File: src/common/zcel_pkg.sv
// zero-cross event logic: constants shared by the design files
// assumes an 8-bit register port and a single clk_sys domain
package zcel_pkg;

    // -------------------------------------------------------------------
    // register offsets
    // -------------------------------------------------------------------
    localparam logic [7:0] ZCEL_CTRL_OFS  = 8'h00;
    localparam logic [7:0] ZCEL_FLAG_OFS  = 8'h01;
    localparam logic [7:0] ZCEL_IEN_OFS   = 8'h02;
    localparam logic [7:0] ZCEL_GIEN_OFS  = 8'h03;

    // -------------------------------------------------------------------
    // field positions
    // -------------------------------------------------------------------
    localparam int ZCEL_EN_BIT    = 7;
    localparam int ZCEL_LEVEL_BIT = 5;
    localparam int ZCEL_POL_BIT   = 4;
    localparam int ZCEL_RISE_BIT  = 1;
    localparam int ZCEL_FALL_BIT  = 0;
    localparam int ZCEL_IRQF_BIT  = 4;
    localparam int ZCEL_IRQE_BIT  = 4;
    localparam int ZCEL_GRP_BIT   = 6;
    localparam int ZCEL_GLB_BIT   = 7;

    // -------------------------------------------------------------------
    // reset values and counts
    // -------------------------------------------------------------------
    localparam logic [7:0] ZCEL_CTRL_RST  = 8'h00;
    localparam logic       ZCEL_BIT_RST   = 1'b0;
    localparam logic [1:0] ZCEL_STRAP_CYC = 2'h2;

endpackage : zcel_pkg

File: src/rtl/zcel_sync.sv
// zero-cross event logic: two-stage synchroniser for pin levels
// assumes inputs are asynchronous to clk_sys
module zcel_sync #(
    parameter int WIDTH = 1
) (
    input  wire logic             clk_sys,
    input  wire logic             resetn,
    input  wire logic [WIDTH-1:0] async_in,
    output logic      [WIDTH-1:0] sync_out
);

    logic [WIDTH-1:0] meta;

    // refused at elaboration: a zero-width synchroniser has nothing to carry
    if (WIDTH < 1) begin : width_check
        $error("zcel_sync: WIDTH must be at least 1");
    end

    // first stage is read only by the second stage
    always_ff @(posedge clk_sys or negedge resetn) begin
        if (!resetn) begin
            meta     <= '0;
            sync_out <= '0;
        end else begin
            meta     <= async_in;
            sync_out <= meta;
        end
    end

endmodule : zcel_sync

File: src/rtl/zcel_edge.sv
// zero-cross event logic: rising and falling edge detector
// assumes level is already in the clk_sys domain
module zcel_edge (
    input  wire logic clk_sys,
    input  wire logic resetn,
    input  wire logic level,
    output logic      rise,
    output logic      fall
);

    logic prev;

    always_ff @(posedge clk_sys or negedge resetn) begin
        if (!resetn) begin
            prev <= 1'b0;
        end else begin
            prev <= level;
        end
    end

    assign rise = level & ~prev;
    assign fall = ~level & prev;

endmodule : zcel_edge

File: src/rtl/zcel_top.sv
// zero-cross event logic: control register, polarity, edge events, irq gating
// assumes an analog stage giving a sink-active level and a host register port
//
// Added by the designer: the strobed register port and the register offsets.
module zcel_top
    import zcel_pkg::*;
(
    input  wire logic       clk_sys,
    input  wire logic       resetn,
    input  wire logic       sink_active,
    input  wire logic       por_disable_fuse,
    input  wire logic [7:0] reg_addr,
    input  wire logic [7:0] reg_wdata,
    input  wire logic       reg_wr,
    input  wire logic       reg_rd,
    output logic      [7:0] reg_rdata,
    output logic            analog_enable,
    output logic            logic_level,
    output logic            irq_req
);

    // -------------------------------------------------------------------
    // declarations
    // -------------------------------------------------------------------
    logic       detector_enable;
    logic       polarity_invert;
    logic       rise_irq_enable;
    logic       fall_irq_enable;
    logic       crossing_irq_flag;
    logic       crossing_irq_enable;
    logic       peripheral_group_enable;
    logic       global_irq_enable;
    logic [1:0] pin_sync;
    logic       sink_sync;
    logic       fuse_sync;
    logic [1:0] strap_cnt;
    logic       strap_done;
    logic       strap_load;
    logic       next_level;
    logic       rise;
    logic       fall;
    logic       wr_ctrl;
    logic       wr_flag;
    logic       wr_ien;
    logic       wr_gien;
    logic       pol_change;
    logic       edge_set;
    logic       flag_set;
    logic [7:0] ctrl_view;
    logic [7:0] flag_view;
    logic [7:0] ien_view;
    logic [7:0] gien_view;
    logic [7:0] next_rdata;

    // -------------------------------------------------------------------
    // pin synchronisers
    // -------------------------------------------------------------------
    zcel_sync #(
        .WIDTH    (2)
    ) u_sync (
        .clk_sys  (clk_sys),
        .resetn   (resetn),
        .async_in ({por_disable_fuse, sink_active}),
        .sync_out (pin_sync)
    );

    assign sink_sync = pin_sync[0];
    assign fuse_sync = pin_sync[1];

    // -------------------------------------------------------------------
    // address decode
    // -------------------------------------------------------------------
    assign wr_ctrl = reg_wr && (reg_addr == ZCEL_CTRL_OFS);
    assign wr_flag = reg_wr && (reg_addr == ZCEL_FLAG_OFS);
    assign wr_ien  = reg_wr && (reg_addr == ZCEL_IEN_OFS);
    assign wr_gien = reg_wr && (reg_addr == ZCEL_GIEN_OFS);

    // -------------------------------------------------------------------
    // fuse capture after reset release
    // -------------------------------------------------------------------
    // the fuse needs the synchroniser filled before it is believed
    always_ff @(posedge clk_sys or negedge resetn) begin
        if (!resetn) begin
            strap_cnt  <= 2'h0;
            strap_done <= 1'b0;
        end else begin
            if (!strap_done) begin
                if (strap_cnt == ZCEL_STRAP_CYC) begin
                    strap_done <= 1'b1;
                end else begin
                    strap_cnt <= strap_cnt + 2'h1;
                end
            end
        end
    end

    assign strap_load = !strap_done && (strap_cnt == ZCEL_STRAP_CYC);

    // -------------------------------------------------------------------
    // control register
    // -------------------------------------------------------------------
    // fuse load beats a software write in the same cycle; hosts wait
    always_ff @(posedge clk_sys or negedge resetn) begin
        if (!resetn) begin
            detector_enable <= ZCEL_CTRL_RST[ZCEL_EN_BIT];
        end else if (strap_load) begin
            detector_enable <= ~fuse_sync;
        end else if (wr_ctrl) begin
            detector_enable <= reg_wdata[ZCEL_EN_BIT];
        end
    end

    always_ff @(posedge clk_sys or negedge resetn) begin
        if (!resetn) begin
            polarity_invert <= ZCEL_CTRL_RST[ZCEL_POL_BIT];
            rise_irq_enable <= ZCEL_CTRL_RST[ZCEL_RISE_BIT];
            fall_irq_enable <= ZCEL_CTRL_RST[ZCEL_FALL_BIT];
        end else if (wr_ctrl) begin
            polarity_invert <= reg_wdata[ZCEL_POL_BIT];
            rise_irq_enable <= reg_wdata[ZCEL_RISE_BIT];
            fall_irq_enable <= reg_wdata[ZCEL_FALL_BIT];
        end
    end

    assign analog_enable = detector_enable;

    // -------------------------------------------------------------------
    // enable registers
    // -------------------------------------------------------------------
    always_ff @(posedge clk_sys or negedge resetn) begin
        if (!resetn) begin
            crossing_irq_enable <= ZCEL_BIT_RST;
        end else if (wr_ien) begin
            crossing_irq_enable <= reg_wdata[ZCEL_IRQE_BIT];
        end
    end

    always_ff @(posedge clk_sys or negedge resetn) begin
        if (!resetn) begin
            peripheral_group_enable <= ZCEL_BIT_RST;
            global_irq_enable       <= ZCEL_BIT_RST;
        end else if (wr_gien) begin
            peripheral_group_enable <= reg_wdata[ZCEL_GRP_BIT];
            global_irq_enable       <= reg_wdata[ZCEL_GLB_BIT];
        end
    end

    // -------------------------------------------------------------------
    // logic level and edges
    // -------------------------------------------------------------------
    // an inactive analog stage neither sinks nor sources; read as zero
    assign next_level = detector_enable & (sink_sync ^ polarity_invert);

    always_ff @(posedge clk_sys or negedge resetn) begin
        if (!resetn) begin
            logic_level <= 1'b0;
        end else begin
            logic_level <= next_level;
        end
    end

    // no sleep input on purpose: nothing here may stop in sleep
    zcel_edge u_edge (
        .clk_sys (clk_sys),
        .resetn  (resetn),
        .level   (logic_level),
        .rise    (rise),
        .fall    (fall)
    );

    // -------------------------------------------------------------------
    // crossing flag
    // -------------------------------------------------------------------
    assign edge_set   = (rise & rise_irq_enable) | (fall & fall_irq_enable);
    assign pol_change = wr_ctrl && (reg_wdata[ZCEL_POL_BIT] != polarity_invert);
    assign flag_set   = edge_set | pol_change;

    // set beats the clear so no crossing is lost
    always_ff @(posedge clk_sys or negedge resetn) begin
        if (!resetn) begin
            crossing_irq_flag <= ZCEL_BIT_RST;
        end else if (flag_set) begin
            crossing_irq_flag <= 1'b1;
        end else if (wr_flag) begin
            crossing_irq_flag <= reg_wdata[ZCEL_IRQF_BIT];
        end
    end

    assign irq_req = crossing_irq_flag & crossing_irq_enable
                   & peripheral_group_enable & global_irq_enable;

    // -------------------------------------------------------------------
    // read path
    // -------------------------------------------------------------------
    always_comb begin
        ctrl_view                  = 8'h00;
        ctrl_view[ZCEL_EN_BIT]     = detector_enable;
        ctrl_view[ZCEL_LEVEL_BIT]  = logic_level;
        ctrl_view[ZCEL_POL_BIT]    = polarity_invert;
        ctrl_view[ZCEL_RISE_BIT]   = rise_irq_enable;
        ctrl_view[ZCEL_FALL_BIT]   = fall_irq_enable;
        flag_view                  = 8'h00;
        flag_view[ZCEL_IRQF_BIT]   = crossing_irq_flag;
        ien_view                   = 8'h00;
        ien_view[ZCEL_IRQE_BIT]    = crossing_irq_enable;
        gien_view                  = 8'h00;
        gien_view[ZCEL_GRP_BIT]    = peripheral_group_enable;
        gien_view[ZCEL_GLB_BIT]    = global_irq_enable;
    end

    always_comb begin
        next_rdata = 8'h00;
        if (reg_rd) begin
            unique case (reg_addr)
                ZCEL_CTRL_OFS: next_rdata = ctrl_view;
                ZCEL_FLAG_OFS: next_rdata = flag_view;
                ZCEL_IEN_OFS:  next_rdata = ien_view;
                ZCEL_GIEN_OFS: next_rdata = gien_view;
                default:       next_rdata = 8'h00;
            endcase
        end
    end

    // data stands only in the cycle after the read strobe
    always_ff @(posedge clk_sys or negedge resetn) begin
        if (!resetn) begin
            reg_rdata <= 8'h00;
        end else begin
            reg_rdata <= next_rdata;
        end
    end

    // -------------------------------------------------------------------
    // assertions
    // -------------------------------------------------------------------
    sink_level_a: assert property (
        @(posedge clk_sys) disable iff (!resetn)
        (detector_enable && !polarity_invert && !wr_ctrl && !strap_load)
        |=> (logic_level == $past(sink_sync))
    ) else $error("level does not follow sink");

    inv_level_a: assert property (
        @(posedge clk_sys) disable iff (!resetn)
        (detector_enable && polarity_invert && !wr_ctrl && !strap_load)
        |=> (logic_level == !$past(sink_sync))
    ) else $error("inverted level does not follow source");

    rise_sets_a: assert property (
        @(posedge clk_sys) disable iff (!resetn)
        $rose(logic_level) && rise_irq_enable |=> crossing_irq_flag
    ) else $error("enabled rising edge did not set flag");

    fall_sets_a: assert property (
        @(posedge clk_sys) disable iff (!resetn)
        $fell(logic_level) && fall_irq_enable |=> crossing_irq_flag
    ) else $error("enabled falling edge did not set flag");

    rise_gated_a: assert property (
        @(posedge clk_sys) disable iff (!resetn)
        $rose(logic_level) && !rise_irq_enable && !crossing_irq_flag
            && !reg_wr
        |=> !crossing_irq_flag
    ) else $error("disabled rising edge set flag");

    fall_gated_a: assert property (
        @(posedge clk_sys) disable iff (!resetn)
        $fell(logic_level) && !fall_irq_enable && !crossing_irq_flag
            && !reg_wr
        |=> !crossing_irq_flag
    ) else $error("disabled falling edge set flag");

    irq_gate_a: assert property (
        @(posedge clk_sys) disable iff (!resetn)
        irq_req |-> (crossing_irq_flag && crossing_irq_enable
                     && peripheral_group_enable && global_irq_enable)
    ) else $error("irq request without all enables");

    irq_follow_a: assert property (
        @(posedge clk_sys) disable iff (!resetn)
        $rose(crossing_irq_flag) && crossing_irq_enable
            && peripheral_group_enable && global_irq_enable && !reg_wr
        |-> irq_req
    ) else $error("enabled flag not forwarded");

    pol_event_a: assert property (
        @(posedge clk_sys) disable iff (!resetn)
        wr_ctrl && (reg_wdata[ZCEL_POL_BIT] != polarity_invert)
        |=> crossing_irq_flag && $changed(polarity_invert)
    ) else $error("polarity change gave no event");

    flag_hold_a: assert property (
        @(posedge clk_sys) disable iff (!resetn)
        crossing_irq_flag && !wr_flag |=> crossing_irq_flag
    ) else $error("flag cleared without software");

    set_wins_a: assert property (
        @(posedge clk_sys) disable iff (!resetn)
        edge_set && wr_flag && !reg_wdata[ZCEL_IRQF_BIT] |=> crossing_irq_flag
    ) else $error("clear beat a coincident edge");

    fuse_load_a: assert property (
        @(posedge clk_sys) disable iff (!resetn)
        strap_load |=> (detector_enable == !$past(fuse_sync)) && strap_done
    ) else $error("fuse not applied to enable");

    fuse_hold_a: assert property (
        @(posedge clk_sys) disable iff (!resetn)
        strap_done && !detector_enable && !wr_ctrl |=> !detector_enable
    ) else $error("detector enabled without software");

    read_data_a: assert property (
        @(posedge clk_sys) disable iff (!resetn)
        reg_rd && (reg_addr == ZCEL_FLAG_OFS)
        |=> reg_rdata[ZCEL_IRQF_BIT] == $past(crossing_irq_flag)
    ) else $error("flag read returned wrong data");

    read_idle_a: assert property (
        @(posedge clk_sys) disable iff (!resetn)
        !reg_rd |=> (reg_rdata == 8'h00)
    ) else $error("read data outside read cycle");

    clear_works_a: assert property (
        @(posedge clk_sys) disable iff (!resetn)
        wr_flag && !reg_wdata[ZCEL_IRQF_BIT] && !flag_set |=> !crossing_irq_flag
    ) else $error("software clear did not clear flag");

    level_off_a: assert property (
        @(posedge clk_sys) disable iff (!resetn)
        !detector_enable |=> !logic_level
    ) else $error("level shown while detector off");

    rise_seen_a: assert property (
        @(posedge clk_sys) disable iff (!resetn)
        $rose(logic_level) |-> rise && !fall
    ) else $error("rising level missed by detector");

    fall_seen_a: assert property (
        @(posedge clk_sys) disable iff (!resetn)
        $fell(logic_level) |-> fall && !rise
    ) else $error("falling level missed by detector");

    sync_depth_a: assert property (
        @(posedge clk_sys) disable iff (!resetn)
        strap_done |-> (sink_sync == $past(sink_active, 2))
    ) else $error("sink indication not two flops deep");

endmodule : zcel_top

File: config.mk
export PLATFORM = sky130hd
export DESIGN_NAME = zcel_top
export DESIGN_NICKNAME = d
export VERILOG_FILES = /design/src/common/zcel_pkg.sv /design/src/rtl/zcel_sync.sv /design/src/rtl/zcel_edge.sv /design/src/rtl/zcel_top.sv
export SDC_FILE = /design/constraint.sdc
export NUM_CORES = 1
export LEC_CHECK = 0
export ABC_CLOCK_PERIOD_IN_PS = 1550
export BUFFER_PORTS_ARGS = -buffer_cell sky130_fd_sc_hd__buf_4
export CORE_ASPECT_RATIO = 1.5
export CORE_MARGIN = 2
export CORE_UTILIZATION = 31
export CTS_CLUSTER_SIZE = 25
export DETAILED_ROUTE_END_ITERATION = 6
export PLACE_DENSITY = 0.54
export SLEW_MARGIN = 20
export SYNTH_ARGS = -nofsm -noshare
export SYNTH_HDL_FRONTEND = slang
export SYNTH_SLANG_ARGS = --single-unit
File: constraint.sdc
create_clock -name clk_sys -period 1.55 [get_ports clk_sys]
set_input_delay 0.31 -clock clk_sys [delete_from_list [all_inputs] [get_ports clk_sys]]
set_output_delay 0.31 -clock clk_sys [all_outputs]
set_load 0.05 [all_outputs]
==> reports/qor.txt, run 1 <==
status = complete, no violations
Final Max Slew Viols = 0
peak supply drop = 456.8 uV
vias in the first global route = 680
flops & latches, synth = 23
Tcrit/Tclk final = 88.03%
Reg power frac = 55.5%
worst reg2reg path depth = 5
pwr/cell area = 883.3 nW/um^2
Setup violations, final = 0
syn avg cell area = 12.40 sq um
H-Tree Depth = 1
Min-Delay Endpoint = u_sync.meta[1]$_DFF_PN0_
Num CTS Buffers = 3
synthesis-to-layout area growth = 31.02%
Hold Path Class = primary input to register
Pleak = 0.6268 nW
power share of the clock group = 31.8%
DR vias = 693
Final #Nets = 135
clk_skew = 0.006935 ns
Placed Instance Area = 1241 sq um
RSZ-0062 raised after global routing = false
CTS tree = yes
GRT Total Usage = 10.72%
reg2reg end = analog_enable$_DFFE_PN0P_
Avg WL per Cell = 11.52 um
Distinct cells, synth = 34
initial drt markers = 10
Final ANT Viol Nets = 0
NetSw = 279.8 uW
CP arrival = 1.05 ns
GP Congestion = 0.7302
CP endpoint kind = output port
Ant. Diodes = 0
clock tree buffer depth = 2
CP Max Fanout = 4
CTS resizes = 0
Reg2Reg Setup Slack = 0.45 ns
Clock Pin Slew Worst Setup and Hold Paths = 0.08 ns
Starting Density = 32.04%
Die H = 73.29 um
internal power = 868.6 uW
Critical Path Source Type = register
Detailed Place HPWL = 1430 um
Die ar. = 3678 sq um
FF-to-FF Start = strap_cnt[0]$_DFFE_PN0P_
vias per cell = 4.589
Syn Inst Count = 80
Fin. Hold Viols = 0
Final min period = 1.364 ns
Net Sw Frac = 24.36%
Slew HR = 66.82%
Worst Path Class, Setup = register to output port
post-CTS setup buffers = 0
Worst Path Required = 1.24 ns
DRC violations left = 0
core area = 3097 sq um
# rows = 25
largest net degree at the start of global routing = 24
final wirelength = 1740 um
Seq/Total Area, Yosys = 58.01%
hold depth = 1
Max Clk Rate = 732.9 MHz
final instance area = 1300 sq um
initial antenna violation count = 0
Logic pwr share = 12.7%
Max-Cap Viols = 0
worst hold start = por_disable_fuse
final setup TNS = 0 ns
input/output buffers = 27
io pins = 33
mapped cell area = 992.2 sq um
clk root buf = clkbuf_8
Worst Tran Pin Value = 0.4908 ns
share of cells above drive strength 1 = 38.74%
Pre-antenna DRT Iters = 4
clock sinks = 23
Worst-Skew Late Latency = 0.26 ns
Die Wd = 50.19 um
grt total ovfl = 0
global-route wire length before repair = 3001 um
Ys Warns = 0
[cells in the final DEF, fill, tap and decap left out, types with 2 or more instances in the layout]
| cell | count |
|---|---|
| a31o_2 | 2 |
| a31oi_1 | 2 |
| and3_1 | 3 |
| and4_1 | 2 |
| buf_4 | 29 |
| clkbuf_8 | 3 |
| conb_1 | 2 |
| dfrtp_1 | 23 |
| inv_1 | 3 |
| mux2_2 | 6 |
| nand2_1 | 3 |
| nand3_1 | 2 |
| nand3b_1 | 2 |
| nor2_1 | 5 |
| nor2b_1 | 2 |
| xnor2_1 | 2 |
[per-layer routing]
layer	global-route usage [%]	up-vias	part of all wire, %
li1	-	343	-
met1	12.70	336	38
met2	18.27	12	57
met3	2.033	2	3.9
met4	5.556	0	1.3
met5	0	-	0
[layout make-up]
type,count,area (sq um)
multi-input combinational,51,386.6
timing repair buffer,30,227.7
clock buffer,3,41.29
fill,305,1797
tap,40,50.05
sequential,23,575.6
clock inverter,1,7.507
inverter,3,11.26
[synth_stat cells]
cell	number	share of area [%]
a31oi_1	2	1.3
ha_1	1	1.3
a22oi_1	1	0.76
nor4b_1	1	0.88
buf_4	2	1.5
nand2_1	3	1.1
and3_1	3	1.9
and2_1	1	0.63
nor2b_1	2	1.3
a21o_1	1	0.76
nand4_1	1	0.63
nor4b_4	1	2.4
nor2_1	5	1.9
clkbuf_1	2	0.76
nand3b_1	2	1.5
a21oi_1	1	0.50
mux2i_1	1	1.0
nand4b_1	1	0.88
and4_1	2	1.8
and4b_1	1	1.0
nand3_1	2	1.0
o21ai_0	1	0.50
mux2_2	6	6.8
xnor2_1	2	1.8
conb_1	1	0.38
inv_1	3	1.1
nor3_4	1	1.6
a31o_2	2	1.8
a21boi_0	1	0.76
o22ai_1	1	0.63
nor3b_1	1	0.76
nor4_1	1	0.63
dfrtp_1	23	58
nor3_1	1	0.50
[worst max-delay path by stage]
stage | startpoint | endpoint | slack (ns)
finish | crossing_irq_flag$_DFFE_PN0P_ | irq_req | 0.19
global route | crossing_irq_flag$_DFFE_PN0P_ | irq_req | 0.13
CTS | crossing_irq_flag$_DFFE_PN0P_ | irq_req | 0.17
detailed placement | reg_addr[4] | polarity_invert$_DFFE_PN0P_ | 0.09
global placement | reg_addr[4] | polarity_invert$_DFFE_PN0P_ | 0.1
floorplan | reg_addr[1] | fall_irq_enable$_DFFE_PN0P_ | 0.28
[sequential cells by signal, summed over array words and instances, names as in the netlist]
register and flops:
analog_enable 1, crossing_irq_flag 1, logic_level 1, polarity_invert 1
crossing_irq_enable 1, global_irq_enable 1, strap_cnt 2, u_sync.sync_out 2
u_edge.prev 1, strap_done 1, u_sync.meta 2, fall_irq_enable 1
rise_irq_enable 1, peripheral_group_enable 1, reg_rdata 6
[stage by stage]
step	total power [mW]	setup slack, ns	hold WS [ns]	utilization (%)	cells
after CTS	1.164	0.1672	0.1435	41.98	151
final	1.148	0.1856	0.1483	41.98	151
after floorplan	0.7211	0.2772	0.01441	-	81
after global routing	1.208	0.1321	0.1336	41.98	151
after global placement	0.7917	0.09620	0.2171	40.08	146
after detailed placement	0.7949	0.08987	0.2160	40.08	146
[what timing repair did]
item                       CTS  global route
setup endpoints to repair    0             0
hold buffers                 1             0
hold endpoints to repair    23             0
[worst max-delay path: stages, from the launching register on]
cell and delay [ns]:
dfrtp_1 0.39, and4_1 0.21, buf_4 0.20
[cells by family after synthesis]
logic type | after synthesis | share of synthesized area, %
AO/OA/AOI/OAI | 10 | 6.936
XOR/XNOR | 2 | 1.766
adder cells (fa/ha/maj) | 1 | 1.261
buffers and inverters | 7 | 3.405
flip-flops | 23 | 58.01
multiplexers | 7 | 7.818
other | 1 | 0.3779
AND/OR/NAND/NOR | 29 | 20.43
[power groups by stage]
stage / registers, mW / logic [mW] / clock network (mW)
2_1_floorplan: 0.664 / 0.0574 / 0
3_3_place_gp: 0.648 / 0.143 / 0
3_5_place_dp: 0.649 / 0.146 / 0
4_1_cts: 0.637 / 0.148 / 0.379
5_1_grt: 0.641 / 0.160 / 0.408
6_report: 0.637 / 0.146 / 0.365
Power figures use the tool's default switching activity.
==> inputs of run 2 (changes only) <==
--- a/config.mk
+++ b/config.mk
@@ -6,14 +6,13 @@
 export NUM_CORES = 1
 export LEC_CHECK = 0
 export ABC_CLOCK_PERIOD_IN_PS = 1550
-export BUFFER_PORTS_ARGS = -buffer_cell sky130_fd_sc_hd__buf_4
 export CORE_ASPECT_RATIO = 1.5
 export CORE_MARGIN = 2
 export CORE_UTILIZATION = 31
 export CTS_CLUSTER_SIZE = 25
 export DETAILED_ROUTE_END_ITERATION = 6
-export PLACE_DENSITY = 0.54
-export SLEW_MARGIN = 20
+export DONT_BUFFER_PORTS = 1
+export PLACE_DENSITY = 0.46
 export SYNTH_ARGS = -nofsm -noshare
 export SYNTH_HDL_FRONTEND = slang
 export SYNTH_SLANG_ARGS = --single-unit
==> run 2 against run 1 <==
  * First-iteration DRC count shrank 30%
  * Setup slack got worse by 0.015 ns
  * Combinational power fell by 43%
  * Clock power about the same
  * Die area did not move
  * Critical path depth is the same
  * Fmax shrank 1.1%
  * Largest power group unchanged
==> reports/qor.txt, run 2 (synthesized netlist as in run 1, its figures left out) <==
status = complete, no violations
Reg2Reg Setup Slack = 0.41 ns
slowest CP cell = dfrtp_1
DRC violations left = 0
CP Max Fanout = 4
Avg WL per Cell = 14.74 um
GP Congestion = 0.7306
reg2reg end = crossing_irq_flag$_DFFE_PN0P_
final setup TNS = 0 ns
Ant. Diodes = 0
flip-flop count of the largest register after layout = 6
Stages on worst setup path = 2
Final Max Slew Viols = 0
Hold Path Class = primary input to register
Worst Tran Pin Value = 1.032 ns
core area = 3097 sq um
worst reg2reg path depth = 2
RSZ-0062 raised after global routing = false
Max Clk Rate = 724.9 MHz
met1 Use GR = 11.99%
met3 usage in global routing = 4.065%
Pleak = 0.5097 nW
FILL cells = 321
input/output buffers = 0
Starting Density = 32.04%
GR Util met2 = 18.27%
final wirelength = 1842 um
share of cells above drive strength 1 = 20.00%
peak supply drop = 495.9 uV
critical path buffer and inverter count = 1
commonest non-fill, non-tap cells in the layout = dfrtp_1 (23), mux2_2 (6), nor2_1 (5)
initial drt markers = 7
CP arrival = 1.07 ns
CP Cell Sequence = and4_1 > buf_4
CTS tree = yes
Die Wd = 50.19 um
H-Tree Depth = 1
Util after Layout = 35.68%
Worst-Skew Late Latency = 0.26 ns
Slew HR = 31.20%
Setup violations, final = 0
Fin. Hold Viols = 0
# rows = 25
pwr/cell area = 993.9 nW/um^2
Clock Pin Slew Worst Setup and Hold Paths = 0.08 ns
clock tree buffer depth = 2
critical path endpoint = irq_req
DR vias = 623
Final ANT Viol Nets = 0
Pre-antenna DRT Iters = 4
Critical Path Start = crossing_irq_flag$_DFFE_PN0P_
Num CTS Buffers = 3
GRT Total Usage = 11.18%
Detailed Place HPWL = 1371 um
Largest delay share family, worst path = flip-flops
most common cell after layout, fill and taps aside = dfrtp_1
FF-to-FF Start = logic_level$_DFF_PN0_
clk root buf = clkbuf_8
clk_skew = 0.003678 ns
grt total ovfl = 0
Largest Register = reg_rdata
Cell Count, Final, Fillers Out = 125
Die H = 73.29 um
GRT busiest layer = met2
initial antenna violation count = 0
io pins = 33
Worst Path Class, Setup = register to output port
synthesis-to-layout area growth = 11.35%
largest net degree at the start of global routing = 24
CP endpoint kind = output port
vias per cell = 4.984
Critical Path Source Type = register
clock sinks = 23
Die ar. = 3678 sq um
post-CTS setup buffers = 0
Tcrit/Tclk final = 89.00%
Final #Nets = 109
placed cell count = 120
Critical Path Max Stage Delay = 0.41 ns
Max-Cap Viols = 0
Final min period = 1.380 ns
Worst Path Required = 1.24 ns
global-route wire length before repair = 2960 um
vias in the first global route = 605
-- run 2: cell types whose count changed in the layout (fill, tap and decap cells not counted), sizes merged --
cell,delta
clkinvlp,-1
clkinv,+1
dlymetal6s4s,+1
buf,-26
dlygate4sd3,-1
-- run 2: power by group --
group / switching, mW / total [mW] / internal [mW]
Sequential: 0.0254 / 0.647 / 0.621
Combinational: 0.0493 / 0.0831 / 0.0338
Clock: 0.189 / 0.368 / 0.179
-- run 2: layout make-up --
type | instances | area [sq um] | share of cell area, %
well taps | 40 | 50.05 | 4.530
flip-flops and latches | 23 | 575.6 | 52.10
clock buffers | 3 | 41.29 | 3.737
clock inverters | 1 | 5.005 | 0.4530
inverters | 3 | 11.26 | 1.019
repair buffers | 4 | 35.03 | 3.171
multi-input cells | 51 | 386.6 | 34.99
-- run 2: metal layers --
metal / wire length (um) / share of wire (%)
met2: 988 / 54
met5: 0 / 0
met1: 684 / 37
met3: 134 / 7.3
met4: 36 / 2.0
-- run 2: what timing repair did --
action,in CTS,in global routing
endpoints found under the hold margin,23,0
hold buffers,1,0
resized for setup,0,1
endpoints found under the setup margin,0,23
-- run 2: through the flow --
stage / cell area [sq um] / power (mW) / setup WS (ns) / hold WS [ns]
CTS: 1102 / 1.114 / 0.1286 / 0.06270
detailed placement: 1046 / 0.7298 / 0.1967 / 0.01497
global route: 1105 / 1.153 / 0.1142 / 0.05035
floorplan: 996.0 / 0.7211 / 0.2772 / 0.01441
finish: 1105 / 1.098 / 0.1705 / 0.07134
global placement: 1046 / 0.7275 / 0.2092 / 0.01492
-- run 2: worst min-delay path by stage --
stage	start	end	slack (ns)	cells after the start
after floorplan	resetn	analog_enable$_DFFE_PN0P_	0.01	0
after CTS	por_disable_fuse	u_sync.meta[1]$_DFF_PN0_	0.06	0
after global routing	por_disable_fuse	u_sync.meta[1]$_DFF_PN0_	0.05	0
after global placement	resetn	reg_rdata[0]$_DFF_PN0_	0.01	0
final	por_disable_fuse	u_sync.meta[1]$_DFF_PN0_	0.07	0
after detailed placement	resetn	reg_rdata[0]$_DFF_PN0_	0.01	0
